$ cat src/srcfg_map.vh
// register map constants for the safety response configuration bank
// assumes an spi frame decoder supplies register index and write data
`ifndef SRCFG_MAP_VH
`define SRCFG_MAP_VH

// ----------------------------------------------------------------------
// register indices (chosen, no offset printed)
// ----------------------------------------------------------------------
`define SRCFG_IDX_FAULT_RESP   2'h0
`define SRCFG_IDX_FEATURE      2'h1
`define SRCFG_IDX_THRESH       2'h2

// ----------------------------------------------------------------------
// fault response register fields
// ----------------------------------------------------------------------
`define SRCFG_CLK_WARN_BIT     7
`define SRCFG_SCHED_EN_BIT     5
`define SRCFG_AUTO_DIS_BIT     4
`define SRCFG_ANALOG_SELFTEST_FAIL_BIT   3
`define SRCFG_ENOUT_ERR_BIT    2
`define SRCFG_RSTDRV_RST_BIT   1
`define SRCFG_RSTDRV_SAFE_BIT  0
`define SRCFG_FAULT_RESP_MASK  8'hbf
`define SRCFG_FAULT_RESP_RST   8'h00

// ----------------------------------------------------------------------
// feature register fields
// ----------------------------------------------------------------------
`define SRCFG_SSM_BIT          6
`define SRCFG_CRC_BIT          4
`define SRCFG_WATCHDOG_CONFIG_BIT_BIT       3
`define SRCFG_ESM_MODE_BIT     2
`define SRCFG_WD_RST_BIT       1
`define SRCFG_ESM_RST_BIT      0
`define SRCFG_FEATURE_MASK     8'h5f
`define SRCFG_FEATURE_RST      8'h02
`define SRCFG_FEATURE_RSTMASK  8'h07

// ----------------------------------------------------------------------
// thresholds: [7:4] mcu error reset, [3:0] watchdog reset
// ----------------------------------------------------------------------
`define SRCFG_THRESH_RST       8'hff

// ----------------------------------------------------------------------
// operating states
// ----------------------------------------------------------------------
`define SRCFG_ST_RESET         3'h0
`define SRCFG_ST_DIAG          3'h1
`define SRCFG_ST_ACTIVE        3'h2
`define SRCFG_ST_SAFE          3'h3

`endif

$ cat src/srcfg_reg8.v
// one 8-bit configuration register with write mask and reload value
// assumes write strobe already qualified by state and lock
`timescale 1ns/1ps
module srcfg_reg8 #(
  parameter [7:0] WMASK   = 8'hff,
  parameter [7:0] RSTVAL  = 8'h00,
  parameter [7:0] RELMASK = 8'h00
) (
  // clock and reset
  input  wire       clk_i,
  input  wire       rstn_i,
  // control
  input  wire       we_i,
  input  wire       reload_i,
  input  wire [7:0] wdata_i,
  // value
  output reg  [7:0] q_o
);

  // reload outranks a write in the same cycle: entering reset wins
  always @(posedge clk_i or negedge rstn_i) begin
    if (!rstn_i) begin
      q_o <= RSTVAL;
    end else if (reload_i) begin
      q_o <= (q_o & ~RELMASK) | (RSTVAL & RELMASK);
    end else if (we_i) begin
      q_o <= wdata_i & WMASK;
    end
  end

endmodule

$ cat src/srcfg_sync2.v
// two flip-flop synchroniser for an asynchronous level
// assumes a single clock domain on the receiving side
`timescale 1ns/1ps
module srcfg_sync2 #(
  parameter W = 1
) (
  // clock and reset
  input  wire         clk_i,
  input  wire         rstn_i,
  // data
  input  wire [W-1:0] d_i,
  output reg  [W-1:0] q_o
);

  reg [W-1:0] meta;

  always @(posedge clk_i or negedge rstn_i) begin
    if (!rstn_i) begin
      meta <= {W{1'b0}};
      q_o  <= {W{1'b0}};
    end else begin
      meta <= d_i;
      q_o  <= meta;
    end
  end

endmodule

$ cat src/srcfg_top.v
// safety response configuration bank and its fault decision logic
// assumes an spi decoder gives index, data and strobes on clk_i, and
// that fault pins and counters arrive asynchronously from the analog side
`timescale 1ns/1ps
`include "srcfg_map.vh"

// Summary of operation
// clock warning forces safe from diagnostic or active when enabled
// self-test scheduler runs in active, enabled, with a group start set
// auto self-test runs on reset entry unless disabled
// analog self-test failure forces safe when enabled
// enable output driver fault forces safe when enabled
// reset driver fault forces reset when reset response enabled
// reset driver fault forces safe when safe response enabled
// reset response wins over safe response for reset driver fault
// spread spectrum enable bit drives modulation on or off
// crc enable bit turns spi frame crc protection on or off
// mode bit selects low-level or pwm mcu error monitoring
// watchdog threshold gives reset when enable set, else safe
// in safe the watchdog reset enable is masked, not cleared
// mcu error threshold gives reset when enable set, else safe
// three feature bits return to defaults on every reset entry
// writes accepted only in diagnostic with lock clear
// watchdog threshold default fifteen; reaching it sets failure flag
// mcu error threshold default fifteen, acts in active, diag, safe
// reserved bits read zero and ignore writes
module srcfg_top (
  // clock and reset
  input  wire       clk_i,
  input  wire       rstn_i,
  // register access from spi decoder
  input  wire       wr_i,
  input  wire       rd_i,
  input  wire [1:0] idx_i,
  input  wire [7:0] wdata_i,
  output reg  [7:0] rdata_o,
  output reg        rvalid_o,
  // device state and lock
  input  wire [2:0] state_i,
  input  wire       cfg_lock_i,
  input  wire [3:0] group_start_i,
  // asynchronous fault inputs
  input  wire       clk_warn_i,
  input  wire       analog_selftest_fail_i,
  input  wire       enout_err_i,
  input  wire       rstdrv_err_i,
  input  wire [3:0] watchdog_failure_counter_i,
  input  wire [3:0] esm_fail_cnt_i,
  // requests and controls
  output reg        go_safe_o,
  output reg        go_reset_o,
  output reg        wd_fail_flag_o,
  output reg        sched_run_o,
  output reg        auto_selftest_o,
  output reg        spread_spectrum_enable_o,
  output reg        spi_crc_en_o,
  output reg        esm_pwm_mode_o,
  output reg        watchdog_config_bit_o
);

  // --------------------------------------------------------------------
  // state decode and write qualification
  // --------------------------------------------------------------------
  reg  [2:0] state_q;
  wire       in_diag   = (state_i == `SRCFG_ST_DIAG);
  wire       in_active = (state_i == `SRCFG_ST_ACTIVE);
  wire       in_safe   = (state_i == `SRCFG_ST_SAFE);
  wire       in_reset  = (state_i == `SRCFG_ST_RESET);
  wire       diag_act  = in_diag | in_active;
  wire       wr_ok     = wr_i & in_diag & ~cfg_lock_i;
  wire       reset_entry = in_reset & (state_q != `SRCFG_ST_RESET);

  always @(posedge clk_i or negedge rstn_i) begin
    if (!rstn_i) begin
      state_q <= `SRCFG_ST_RESET;
    end else begin
      state_q <= state_i;
    end
  end

  // --------------------------------------------------------------------
  // configuration registers
  // --------------------------------------------------------------------
  wire [7:0] fault_cfg;
  wire [7:0] feat_cfg;
  wire [7:0] thr_cfg;

  // masks keep reserved bits at zero
  srcfg_reg8 #(
    .WMASK   (`SRCFG_FAULT_RESP_MASK),
    .RSTVAL  (`SRCFG_FAULT_RESP_RST),
    .RELMASK (8'h00)
  ) u_fault (
    .clk_i    (clk_i),
    .rstn_i   (rstn_i),
    .we_i     (wr_ok & (idx_i == `SRCFG_IDX_FAULT_RESP)),
    .reload_i (1'b0),
    .wdata_i  (wdata_i),
    .q_o      (fault_cfg)
  );

  srcfg_reg8 #(
    .WMASK   (`SRCFG_FEATURE_MASK),
    .RSTVAL  (`SRCFG_FEATURE_RST),
    .RELMASK (`SRCFG_FEATURE_RSTMASK)
  ) u_feat (
    .clk_i    (clk_i),
    .rstn_i   (rstn_i),
    .we_i     (wr_ok & (idx_i == `SRCFG_IDX_FEATURE)),
    .reload_i (reset_entry),
    .wdata_i  (wdata_i),
    .q_o      (feat_cfg)
  );

  srcfg_reg8 #(
    .WMASK   (8'hff),
    .RSTVAL  (`SRCFG_THRESH_RST),
    .RELMASK (8'h00)
  ) u_thr (
    .clk_i    (clk_i),
    .rstn_i   (rstn_i),
    .we_i     (wr_ok & (idx_i == `SRCFG_IDX_THRESH)),
    .reload_i (1'b0),
    .wdata_i  (wdata_i),
    .q_o      (thr_cfg)
  );

  // --------------------------------------------------------------------
  // input synchronisers
  // --------------------------------------------------------------------
  wire [11:0] flt_s;

  srcfg_sync2 #(
    .W (12)
  ) u_sync (
    .clk_i  (clk_i),
    .rstn_i (rstn_i),
    .d_i    ({esm_fail_cnt_i, watchdog_failure_counter_i, rstdrv_err_i,
              enout_err_i, analog_selftest_fail_i, clk_warn_i}),
    .q_o    (flt_s)
  );

  wire       clk_warn_s = flt_s[0];
  wire       analog_selftest_s    = flt_s[1];
  wire       enout_s    = flt_s[2];
  wire       rstdrv_s   = flt_s[3];
  // counts may tear across bits while moving; a compare glitch lasts a
  // cycle at most, acceptable since counters move slowly
  wire [3:0] wd_cnt_s   = flt_s[7:4];
  wire [3:0] esm_cnt_s  = flt_s[11:8];

  // --------------------------------------------------------------------
  // fault decision
  // --------------------------------------------------------------------
  wire wd_hit  = (wd_cnt_s >= thr_cfg[3:0]);
  wire esm_hit = (esm_cnt_s >= thr_cfg[7:4]);
  // masked in safe, stored bit untouched
  wire wd_rst_eff = feat_cfg[`SRCFG_WD_RST_BIT] & ~in_safe;
  wire esm_rst_en = feat_cfg[`SRCFG_ESM_RST_BIT];

  reg next_safe;
  reg next_reset;

  always @* begin
    next_safe  = 1'b0;
    next_reset = 1'b0;
    if (diag_act) begin
      if (fault_cfg[`SRCFG_CLK_WARN_BIT] & clk_warn_s)
        next_safe = 1'b1;
      if (fault_cfg[`SRCFG_ANALOG_SELFTEST_FAIL_BIT] & analog_selftest_s)
        next_safe = 1'b1;
      if (fault_cfg[`SRCFG_ENOUT_ERR_BIT] & enout_s)
        next_safe = 1'b1;
      if (fault_cfg[`SRCFG_RSTDRV_SAFE_BIT] & rstdrv_s)
        next_safe = 1'b1;
      if (wd_hit & wd_rst_eff)
        next_reset = 1'b1;
      if (wd_hit & ~wd_rst_eff)
        next_safe = 1'b1;
    end
    if (diag_act | in_safe) begin
      if (fault_cfg[`SRCFG_RSTDRV_RST_BIT] & rstdrv_s)
        next_reset = 1'b1;
      if (esm_hit & esm_rst_en)
        next_reset = 1'b1;
      if (esm_hit & ~esm_rst_en & diag_act)
        next_safe = 1'b1;
    end
    if (next_reset)
      next_safe = 1'b0;
  end

  // --------------------------------------------------------------------
  // registered outputs
  // --------------------------------------------------------------------
  always @(posedge clk_i or negedge rstn_i) begin
    if (!rstn_i) begin
      go_safe_o       <= 1'b0;
      go_reset_o      <= 1'b0;
      wd_fail_flag_o  <= 1'b0;
      sched_run_o     <= 1'b0;
      auto_selftest_o <= 1'b0;
      spread_spectrum_enable_o        <= 1'b0;
      spi_crc_en_o    <= 1'b0;
      esm_pwm_mode_o  <= 1'b0;
      watchdog_config_bit_o        <= 1'b0;
      rdata_o         <= 8'h00;
      rvalid_o        <= 1'b0;
    end else begin
      go_safe_o  <= next_safe;
      go_reset_o <= next_reset;
      // sticky; cleared by an accepted write of the threshold register, unless a watchdog hit sets it in that cycle
      if (diag_act & wd_hit)
        wd_fail_flag_o <= 1'b1;
      else if (wr_ok & (idx_i == `SRCFG_IDX_THRESH))
        wd_fail_flag_o <= 1'b0;
      sched_run_o <= in_active & fault_cfg[`SRCFG_SCHED_EN_BIT]
                     & (|group_start_i);
      auto_selftest_o <= reset_entry
                         & ~fault_cfg[`SRCFG_AUTO_DIS_BIT];
      spread_spectrum_enable_o       <= feat_cfg[`SRCFG_SSM_BIT];
      spi_crc_en_o   <= feat_cfg[`SRCFG_CRC_BIT];
      esm_pwm_mode_o <= feat_cfg[`SRCFG_ESM_MODE_BIT];
      watchdog_config_bit_o       <= feat_cfg[`SRCFG_WATCHDOG_CONFIG_BIT_BIT];
      rvalid_o <= rd_i;
      if (rd_i) begin
        case (idx_i)
          `SRCFG_IDX_FAULT_RESP: rdata_o <= fault_cfg;
          `SRCFG_IDX_FEATURE:    rdata_o <= feat_cfg;
          `SRCFG_IDX_THRESH:     rdata_o <= thr_cfg;
          default:               rdata_o <= 8'h00;
        endcase
      end
    end
  end

endmodule

$ cat config.mk
export PLATFORM = sky130hd
export DESIGN_NAME = srcfg_top
export DESIGN_NICKNAME = d
export VERILOG_FILES = /design/src/srcfg_reg8.v /design/src/srcfg_sync2.v /design/src/srcfg_top.v
export VERILOG_INCLUDE_DIRS = /design/src /design/src/src
export SDC_FILE = /design/constraint.sdc
export NUM_CORES = 1
export LEC_CHECK = 0
export ABC_AREA = 1
export BUFFER_PORTS_ARGS = -buffer_cell sky130_fd_sc_hd__buf_2
export CELL_PAD_IN_SITES_DETAIL_PLACEMENT = 0
export CELL_PAD_IN_SITES_GLOBAL_PLACEMENT = 1
export CORE_ASPECT_RATIO = 1.5
export CORE_UTILIZATION = 42
export DETAILED_ROUTE_END_ITERATION = 7
export PLACE_DENSITY = 0.85
export SLEW_MARGIN = 20
export SYNTH_ARGS = -nofsm -noshare
export SYNTH_HDL_FRONTEND = slang
export SYNTH_HIERARCHICAL = 1
export SYNTH_SLANG_ARGS = --single-unit
$ cat constraint.sdc
create_clock -name clk_i -period 1.9 [get_ports clk_i]
set_input_delay 0 -clock clk_i [delete_from_list [all_inputs] [get_ports clk_i]]
set_output_delay 0 -clock clk_i [all_outputs]
set_load 0.02 [all_outputs]
==> qor.txt, run 1 <==
TritonCTS clock tree: done
Placed Cells: 388
Vias/cell: 4.76
Post-synth EDFFs: 0
Leakage: 0.00182 uW
post-synth top area share: 52.7%
Final Hold Fails: 0
area grow syn2layout: 28.8%
Final HPWL DP: 4.08 mm
Die Area: 6780 um^2
share of layout cells above drive strength 1: 26.9%
Clock Power Share: 33.7%
sequential power share: 53.2%
max-cap violation count: 0
RSZ-0062 raised after global routing: false
Synth Area per Inst: 10.3 um^2
Iteration-0 DRC Markers: 135
Clock Sinks: 66
setup repair bufs after CTS: 0
top cells by count, synth: nand2_1, dfrtp_1, nand3_1
Mapped Cells: 263
cell internal pwr: 2190 uW
Final Setup Violations: 0
# port buffers: 51
clock latency on the worst-skew pair: 0.34 ns
starting density of the core: 43.8%
DR WL/cell: 13.3 um
CTS resizes: 0
H-tree levels: 3
Worst setup EP type: flip-flop
main combinational cell family by area after synthesis: simple AND/OR/NAND/NOR gates
Final Cycle Share: 86.6%
FF/Latch Area: 1660 um^2
CTS Buf Count: 9
Remaining DRCs: 0
Multi-input gate area: 890 um^2
post-synthesis xor/xnor area fraction: 0%
Synth Area in Compound Gates: 3.79%
mux share of post-synthesis cell area: 2.91%
Std-Cell Rows: 35
initial antenna violation count: 0
Die Span Y: 100 um
CP endpoint: u_fault/q_o[7]$_DFFE_PN0P_
core area: 6170 um^2
flops & latches, synth: 66
fmax: 608 MHz
GR Overflow Total: 0
pin count of the biggest net entering global routing: 67
Pwr Density: 845 nW/um^2
Filler cells: 588
clk buf depth: 2
first-pass GRT wire length: 9.32 mm
sw frac: 25.8%
Worst-path clk slew: 0.06 ns
Adder-Cell Fraction of Synth Area: 3.70%
Setup crit start kind: input pin
worst setup path class: in -> reg
drt pass-1 iters: 4
R2R Path Start: u_thr/q_o[3]$_DFFE_PN1P_
Finished Layout Cells: 431
Diodes inserted: 0
RR Endpoint: go_safe_o$_DFF_PN0_
post-synth top area cell: dfrtp_1
r2r setup slk: 0.25 ns
simple-gate share of the synthesized area: 21.8%
Arr. time, crit path: 1.87 ns
status: finished clean
GRT Total Usage: 19.4%
top cells by area, synth: dfrtp_1, nand2_1, dfstp_2
Tot Pwr: 2940 uW
routed wire length: 5.74 mm
Routed Antenna Nets: 0
mapped cell area: 2710 um^2
Placer Congestion: 0.841
NetSw: 759 uW
routed vias: 2051
Slew Viols, Final: 0
count leader, synth: nand2_1
hold crit path type: in -> reg
Worst VDD drop: 411 uV
vias in the first global route: 2045
CP startpoint: state_i[2]
max_slew headroom: 60.4%
Die X: 67.5 um
minimum clock period: 1.65 ns
Worst Path Max Fanout: 8
Fin Setup TNS: 0 ns
# hold bufs at CTS: 27
# IOs: 52
number of cells on the worst reg-to-reg path: 12
Comb power frac: 13.1%
slew at the pin closest to its max-slew limit: 0.592 ns
Post-synth top flop: dfrtp_1
# nets final: 394
yosys warns: 6
Seq/Total Area, Yosys: 61.4%
Critical Path RT: 2.13 ns
final clock skew: 0.00793 ns
CTS root buffer: clkbuf_8
Distinct cells, synth: 31
FFs w/ async S/R, synth: 100%
[metrics by stage]
step / setup WS [ns] / util, % / hold slack [ns] / instance area (um^2)
final: 0.255 / 56.5 / 0.0133 / 3490
after global routing: 0.108 / 56.5 / 0.0286 / 3490
after CTS: 0.267 / 56.5 / 0.000387 / 3490
after detailed placement: 0.278 / 49.4 / 0.0442 / 3050
after global placement: 0.312 / 49.4 / 0.0349 / 3050
after floorplan: 0.429 / - / -0.296 / 2710
[critical path, cell delays in order]
cell,delay [ns]
dlygate4sd3_1,0.54
buf_2,0.13
inv_1,0.13
nand3_2,0.10
or3b_4,0.42
nor3_2,0.14
buf_4,0.20
nand2_4,0.09
nand2_1,0.06
nand2_1,0.05
[layer usage]
metal | up-vias | routed length (um) | track usage [%]
met2 | 50 | 3050 | 33.2
met1 | 982 | 2350 | 21.2
met5 | - | 0 | 0
li1 | 1010 | - | -
met3 | 9 | 229 | 5.57
met4 | 0 | 104 | 9.33
[flip-flops by register name, summed over array words and instances, names as in the netlist]
| signal | cells |
|---|---|
| u_sync/q_o | 12 |
| u_fault/q_o | 7 |
| spi_crc_en_o | 1 |
| esm_pwm_mode_o | 1 |
| state_q | 3 |
| auto_selftest_o | 1 |
| watchdog_config_bit_o | 1 |
| u_thr/q_o | 8 |
| wd_fail_flag_o | 1 |
| go_safe_o | 1 |
| go_reset_o | 1 |
| rdata_o | 8 |
| u_feat/q_o | 6 |
| spread_spectrum_enable_o | 1 |
| sched_run_o | 1 |
| rvalid_o | 1 |
| u_sync/meta | 12 |
[power groups by stage]
stage               logic [uW]  clock network [uW]  registers, uW
floorplan                  166                   0           1620
global placement           336                   0           1590
detailed placement         346                   0           1590
CTS                        389                1030           1570
global route               436                1090           1580
finish                     387                 992           1570
[final cells by class]
| cell class | count | area share [%] |
|---|---|---|
| Clock buffer | 13 | 4.27 |
| Clock inverter | 3 | 0.431 |
| Tap cell | 74 | 2.66 |
| Timing Repair Buffer | 83 | 16.5 |
| Multi-Input combinational cell | 165 | 25.5 |
| Sequential cell | 66 | 47.7 |
| Inverter | 27 | 2.91 |
[kinds of logic (layout without fill, tap and decap cells)]
group,after synthesis,in the layout
and+or+nand+nor,130,130
DFF,66,66
buffers and inverters,34,126
AOI/OAI and AO/OA,15,15
adders and majority gates,8,8
muxes,7,7
other,3,5
[cells in the final DEF, fill, tap and decap left out, types with 2 or more instances in the layout]
cell type and instances:
dfstp_2 9, inv_1 24, nand3_1 27, nor2_1 6
conb_1 5, ha_1 8, a21oi_1 3, clkbuf_1 3
nor4_1 2, dfrtp_1 57, nor3_1 2, clkinv_2 3
o21ai_0 2, buf_4 4, buf_2 51, mux2_2 7
nand2_1 83, dlygate4sd3_1 27, inv_2 3, clkbuf_8 10
o211ai_1 5, nand2_4 3
[how the worst min path moves through the flow]
stage                     slack, ns                    endpoint        from  cells after the start
after floorplan               -0.30   auto_selftest_o$_DFF_PN0_      rstn_i                      0
after global placement         0.03    u_sync/meta[1]$_DFF_PN0_      rstn_i                      2
after detailed placement       0.04    u_sync/meta[3]$_DFF_PN0_      rstn_i                      2
after CTS                    0.0004  wd_fail_flag_o$_DFFE_PN0P_  cfg_lock_i                      4
after global routing           0.03  wd_fail_flag_o$_DFFE_PN0P_  cfg_lock_i                      4
final                          0.01  wd_fail_flag_o$_DFFE_PN0P_  cfg_lock_i                      4
Power figures use the tool's default switching activity.
==> inputs of run 2 (changes only) <==
Settings changed: CORE_ASPECT_RATIO 1.5 to 0.9.
==> run 2 against run 1 <==
- cell count up 2.8%
- hold slack gained 0.0052 ns
- critical path depth grew 2
- clock-buffer cell count is the same
- global-route usage decreased by 0.65 points
- critical endpoint is now go_safe_o$_DFF_PN0_
- design area up 0.97%
- first-iteration DRC count increased by 19%
- worst setup slack better by 0.021 ns
- non-clock buffer count is 1 lower
==> qor.txt, run 2 (synthesized netlist as in run 1, its figures left out) <==
Largest regs: u_sync/meta: 12 flops, u_sync/q_o: 12 flops
CP max-delay cell: dfstp_2
Final Hold Fails: 0
Finished Layout Cells: 443
Comb power frac: 12.6%
TritonCTS clock tree: done
Critical Path RT: 2.13 ns
cell internal pwr: 2320 uW
worst setup path class: reg -> reg
slew at the pin closest to its max-slew limit: 0.591 ns
status: finished clean
hold crit path type: in -> reg
RSZ-0062 raised after global routing: false
R2R Path Start: u_thr/q_o[1]$_DFFE_PN1P_
CP endpoint: go_safe_o$_DFF_PN0_
fmax: 616 MHz
pin count of the biggest net entering global routing: 44
r2r setup slk: 0.28 ns
clk buf depth: 2
Multi-input gate area: 890 um^2
NetSw: 743 uW
Final HPWL DP: 3.91 mm
most used cell, CP: nand2_1
CP cell instances: inv_1 -> ha_1 -> nand2_1 -> nand2_1 -> nand2_1 -> nand3_1 -> nand2_1 -> nand2_1 -> nand2_1 -> nand2_1 -> nand2_1 -> inv_1
Levels on crit path: 12
Arr. time, crit path: 1.85 ns
met2 Usage GRT: 29.3%
RR Endpoint: go_safe_o$_DFF_PN0_
GRT Total Usage: 18.7%
Worst setup EP type: flip-flop
Clock Power Share: 36.3%
Slew Viols, Final: 0
H-tree levels: 3
Fin Setup TNS: 0 ns
# IOs: 52
minimum clock period: 1.62 ns
Filler cells: 550
GRT met1 Usage: 23.5%
most common cell after layout, fill and taps aside: nand2_1
Pwr Density: 870 nW/um^2
routed vias: 2033
Die Area: 6770 um^2
setup repair bufs after CTS: 0
commonest cells after routing, fill and taps aside: nand2_1, dfrtp_1, buf_2, nand3_1, dlygate4sd3_1
Remaining DRCs: 0
share of layout cells above drive strength 1: 26.7%
number of cells on the worst reg-to-reg path: 12
Leakage: 0.00183 uW
Routed Antenna Nets: 0
drt pass-1 iters: 4
# nets final: 393
first-pass GRT wire length: 9.19 mm
Final Cycle Share: 85.5%
clock latency on the worst-skew pair: 0.34 ns
Diodes inserted: 0
Placer Congestion: 0.817
max_slew headroom: 60.5%
sequential power share: 51.2%
CP startpoint: u_thr/q_o[1]$_DFFE_PN1P_
CP max stage delay: 0.53 ns
Worst-path clk slew: 0.06 ns
Buf+Inv Stages, Crit Path: 2
Final Setup Violations: 0
starting density of the core: 43.8%
max-cap violation count: 0
routed wire length: 5.49 mm
Die Span Y: 78.2 um
Die X: 86.6 um
CTS root buffer: clkbuf_8
GR Overflow Total: 0
Worst VDD drop: 616 uV
CTS Buf Count: 9
CP top delay family: simple AND/OR/NAND/NOR gates
FF/Latch Area: 1660 um^2
final clock skew: 0.00575 ns
Clock Sinks: 66
area grow syn2layout: 30.1%
Global Route met3 Usage: 6.73%
core area: 6180 um^2
DR WL/cell: 12.4 um
Worst Path Max Fanout: 3
sw frac: 24.3%
Std-Cell Rows: 27
Vias/cell: 4.59
Placed Cells: 400
GR peak layer: met2
Iteration-0 DRC Markers: 161
vias in the first global route: 1965
# port buffers: 51
initial antenna violation count: 0
Setup crit start kind: flip-flop
==> run 2: cell types whose count changed in the layout (fill, tap and decap cells not counted) <==
cell	previous run	this run
buf_4	4	3
bufinv_16	0	1
clkinv_2	3	2
==> run 2: power by group through the flow <==
stage	sequential, uW	combinational [uW]	clock (uW)
6_report	1570	385	1110
4_1_cts	1570	388	1140
5_1_grt	1580	435	1210
3_5_place_dp	1590	345	0
2_1_floorplan	1620	166	0
3_3_place_gp	1590	336	0
==> run 2: cell type report <==
cell class | instances | area share (%)
Clock buffer | 13 | 4.23
Clock inverter | 3 | 1.14
Timing Repair Buffer | 82 | 16.1
Inverter | 27 | 2.88
Sequential cell | 66 | 47.2
Tap cell | 87 | 3.09
Multi-Input combinational cell | 165 | 25.3
==> run 2: worst min path at each step <==
stage	slack, ns	depth (start not counted)	to	startpoint
3_5_place_dp	0.02	1	auto_selftest_o$_DFF_PN0_	rstn_i
3_3_place_gp	0.02	1	auto_selftest_o$_DFF_PN0_	rstn_i
5_1_grt	0.02	4	wd_fail_flag_o$_DFFE_PN0P_	cfg_lock_i
6_report	0.02	4	wd_fail_flag_o$_DFFE_PN0P_	cfg_lock_i
4_1_cts	0.01	4	wd_fail_flag_o$_DFFE_PN0P_	cfg_lock_i
2_1_floorplan	-0.30	0	auto_selftest_o$_DFF_PN0_	rstn_i
==> run 2: worst reg2reg max path, stage by stage, from the launching register on <==
cell and delay (ns):
dfstp_2 0.53, inv_1 0.07, ha_1 0.31, nand2_1 0.08
nand2_1 0.05, nand2_1 0.05, nand3_1 0.11, nand2_1 0.09
nand2_1 0.05, nand2_1 0.05, nand2_1 0.05, nand2_1 0.05
inv_1 0.03
==> run 2: stage by stage <==
step | worst slack [ns] | total power (uW) | instance area, um^2 | hold slack, ns | utilization (%)
floorplan | 0.429 | 1780 | 2710 | -0.296 | -
global placement | 0.310 | 1930 | 3060 | 0.0194 | 49.5
detailed placement | 0.289 | 1940 | 3060 | 0.0194 | 49.5
CTS | 0.267 | 3100 | 3520 | 0.0100 | 56.9
global route | 0.170 | 3220 | 3520 | 0.0184 | 56.9
finish | 0.276 | 3060 | 3520 | 0.0185 | 56.9
==> run 2: per-layer routing <==
| layer | up-vias | wire [um] |
|---|---|---|
| met5 | - | 0 |
| li1 | 1010 | - |
| met3 | 10 | 362 |
| met4 | 0 | 82 |
| met1 | 948 | 2490 |
| met2 | 65 | 2550 |
==> run 2: what timing repair did <==
action | in CTS | in global routing
resized for setup | 0 | 0
hold buffers | 27 | 0
hold endpoints to repair | 59 | 0
endpoints found under the setup margin | 0 | 0
==> inputs of run 3 (changes only) <==
Settings changed: SYNTH_HIERARCHICAL 1 to default.
==> run 3 against run 2 <==
- routed wire length is 6.4% lower
- via count decreased by 6.7%
- worst setup slack improved by 0.0087 ns
- fmax grew 0.54%
- first-iteration DRC count fell by 32%
- combinational power is 15% higher
- critical path type unchanged
- largest power group unchanged
- sequential cell count is the same
==> qor.txt, run 3 <==
status: finished clean
first-pass GRT wire length: 8.67 mm
Distinct cells, synth: 29
pin count of the biggest net entering global routing: 59
commonest cells after routing, fill and taps aside: nand2_1, dfrtp_1, buf_2, inv_1, dlygate4sd3_1
core area: 5860 um^2
Std-Cell Rows: 26
Largest regs: u_sync.meta: 12 flops, u_sync.q_o: 12 flops
Pwr Density: 935 nW/um^2
post-synth top area share: 54.4%
# nets final: 369
fmax: 619 MHz
Worst-path clk slew: 0.06 ns
count leader, synth: nand2_1
CTS resizes: 0
Synth Area per Inst: 10.9 um^2
CTS Buf Count: 9
post-route met1 wirelength: 2.49 mm
routed vias: 1897
Worst setup EP type: flip-flop
syn_nets: 282
share of layout cells above drive strength 1: 31.3%
CTS root buffer: clkbuf_8
Routed Antenna Nets: 0
Die Span Y: 76.9 um
clock latency on the worst-skew pair: 0.33 ns
most common cell after layout, fill and taps aside: nand2_1
Final HPWL DP: 3.53 mm
Post-synth top flop: dfrtp_1
Critical Path RT: 2.12 ns
clk buf depth: 2
Worst VDD drop: 610 uV
FFs w/ async S/R, synth: 100%
top cells by area, synth: dfrtp_1, dfstp_2, nand2_1
vias in the first global route: 1755
minimum clock period: 1.62 ns
Mapped Cells: 240
max_slew headroom: 69.7%
slew at the pin closest to its max-slew limit: 0.453 ns
Fin Setup TNS: 0 ns
DR WL met2: 2.35 mm
Iteration-0 DRC Markers: 110
TritonCTS clock tree: done
wire length on met3: 233 um
top cells by count, synth: nand2_1, dfrtp_1, inv_1
final clock skew: 0.00237 ns
Filler cells: 508
CP cell instances: inv_1 -> ha_1 -> a21oi_1 -> nand3_1 -> nand2_1 -> nand2_1 -> nor2_1 -> nor2_1
Worst Path Max Fanout: 3
max-cap violation count: 0
Die X: 85.3 um
worst setup path class: reg -> reg
CP max-delay cell: dfstp_2
final worst slack: 0.285 ns
Remaining DRCs: 0
Placer Congestion: 0.805
CP max stage delay: 0.54 ns
Final Setup Violations: 0
dpl ws: 0.306 ns
starting density of the core: 44.7%
flops & latches, synth: 66
Diodes inserted: 0
Clock Sinks: 66
Die Area: 6560 um^2
routed wire length: 5.14 mm
fin util: 58.4%
Arr. time, crit path: 1.84 ns
Seq/Total Area, Yosys: 63.5%
Vias/cell: 4.72
drt pass-1 iters: 4
top sig layer: met4
RSZ-0062 raised after global routing: false
# port buffers: 51
Tot Pwr: 3200 uW
Final Cycle Share: 85.0%
GRT Total Usage: 17.8%
Final Hold Fails: 0
Post-synth EDFFs: 0
DR WL/cell: 12.8 um
initial antenna violation count: 0
Slew Viols, Final: 0
hold crit path type: in -> async
area grow syn2layout: 30.6%
mapped cell area: 2620 um^2
Leakage: 0.00172 uW
Setup crit start kind: flip-flop
yosys warns: 0
post-synth top area cell: dfrtp_1
# IOs: 52
H-tree levels: 3
GR Overflow Total: 0
## run 3: cell types whose count changed after synthesis, moves of 3 or more
cell	previous run	this run
nand3_1	27	6
o21ai_2	1	15
buf_4	3	0
o21ai_1	0	5
mux2_2	7	3
nand2_1	83	58
inv_1	24	31
o211ai_1	5	2
nand2_4	3	0
nor2_1	6	12
conb_1	3	0
a31oi_1	1	5
## run 3: power by group
part,internal (uW),switching [uW],total (uW)
combinational,192,251,442
sequential,1530,63.2,1600
clock,677,481,1160
## run 3: stage by stage
stage	hold slack [ns]	cell area, um^2	cells
floorplan	-0.296	2620	240
finish	0.0478	3420	402
global placement	-0.133	2950	359
detailed placement	-0.130	2950	359
CTS	0.0325	3420	402
global route	0.0599	3420	402
## run 3: cell type report
type	count	area, um^2	area share [%]
Sequential cell	66	1660	48.6
Multi-Input combinational cell	134	785	22.9
Timing Repair Buffer	80	553	16.2
Clock buffer	14	163	4.75
Inverter	36	135	3.95
Tap cell	70	87.6	2.56
Clock inverter	2	35.0	1.02
## run 3: worst max-delay path, delay by kind of cell, from the launching register on
kind / cells / cell delay (ns)
DFF: 1 / 0.54
and+or+nand+nor: 5 / 0.45
adders and majority gates: 1 / 0.32
AOI/OAI and AO/OA: 1 / 0.15
buffers and inverters: 1 / 0.04
## run 3: repair_timing
| item | in CTS | in global routing |
|---|---|---|
| hold buffers | 27 | 0 |
| endpoints found under the hold margin | 93 | 0 |
| buffers inserted | 0 | 0 |
## run 3: path summary, 6_finish.rpt
| kind | startpoint | to | slack [ns] | cells past startpoint |
|---|---|---|---|---|
| max | u_thr.q_o[7]$_DFFE_PN1P_ | go_reset_o$_DFF_PN0_ | 0.28 | 8 |
| min | rstn_i | u_sync.meta[1]$_DFF_PN0_ | 0.05 | 2 |
| max reg2reg | u_thr.q_o[7]$_DFFE_PN1P_ | go_reset_o$_DFF_PN0_ | 0.28 | 8 |
| min reg2reg | u_sync.meta[4]$_DFF_PN0_ | u_sync.q_o[4]$_DFF_PN0_ | 0.35 | 0 |
| max in group asynchronous | rstn_i | u_feat.q_o[1]$_DFFE_PN1P_ | 1.25 | 3 |
| min in group clk_i | idx_i[1] | rdata_o[6]$_DFFE_PN0P_ | 0.09 | 4 |
## run 3: cells by family after synthesis
kind of cell / after synthesis / synth area share (%)
compound gates: 36 / 9.93
fa+ha+maj: 8 / 3.82
mux: 3 / 1.29
buf+inv: 40 / 6.59
flops: 66 / 63.5
simple gates: 87 / 14.9
## run 3: per-layer routing
layer | vias to the layer above | track usage (%)
met5 | - | 0
met4 | 0 | 8.00
met3 | 7 | 5.49
met2 | 49 | 26.9
met1 | 895 | 23.6
li1 | 946 | -
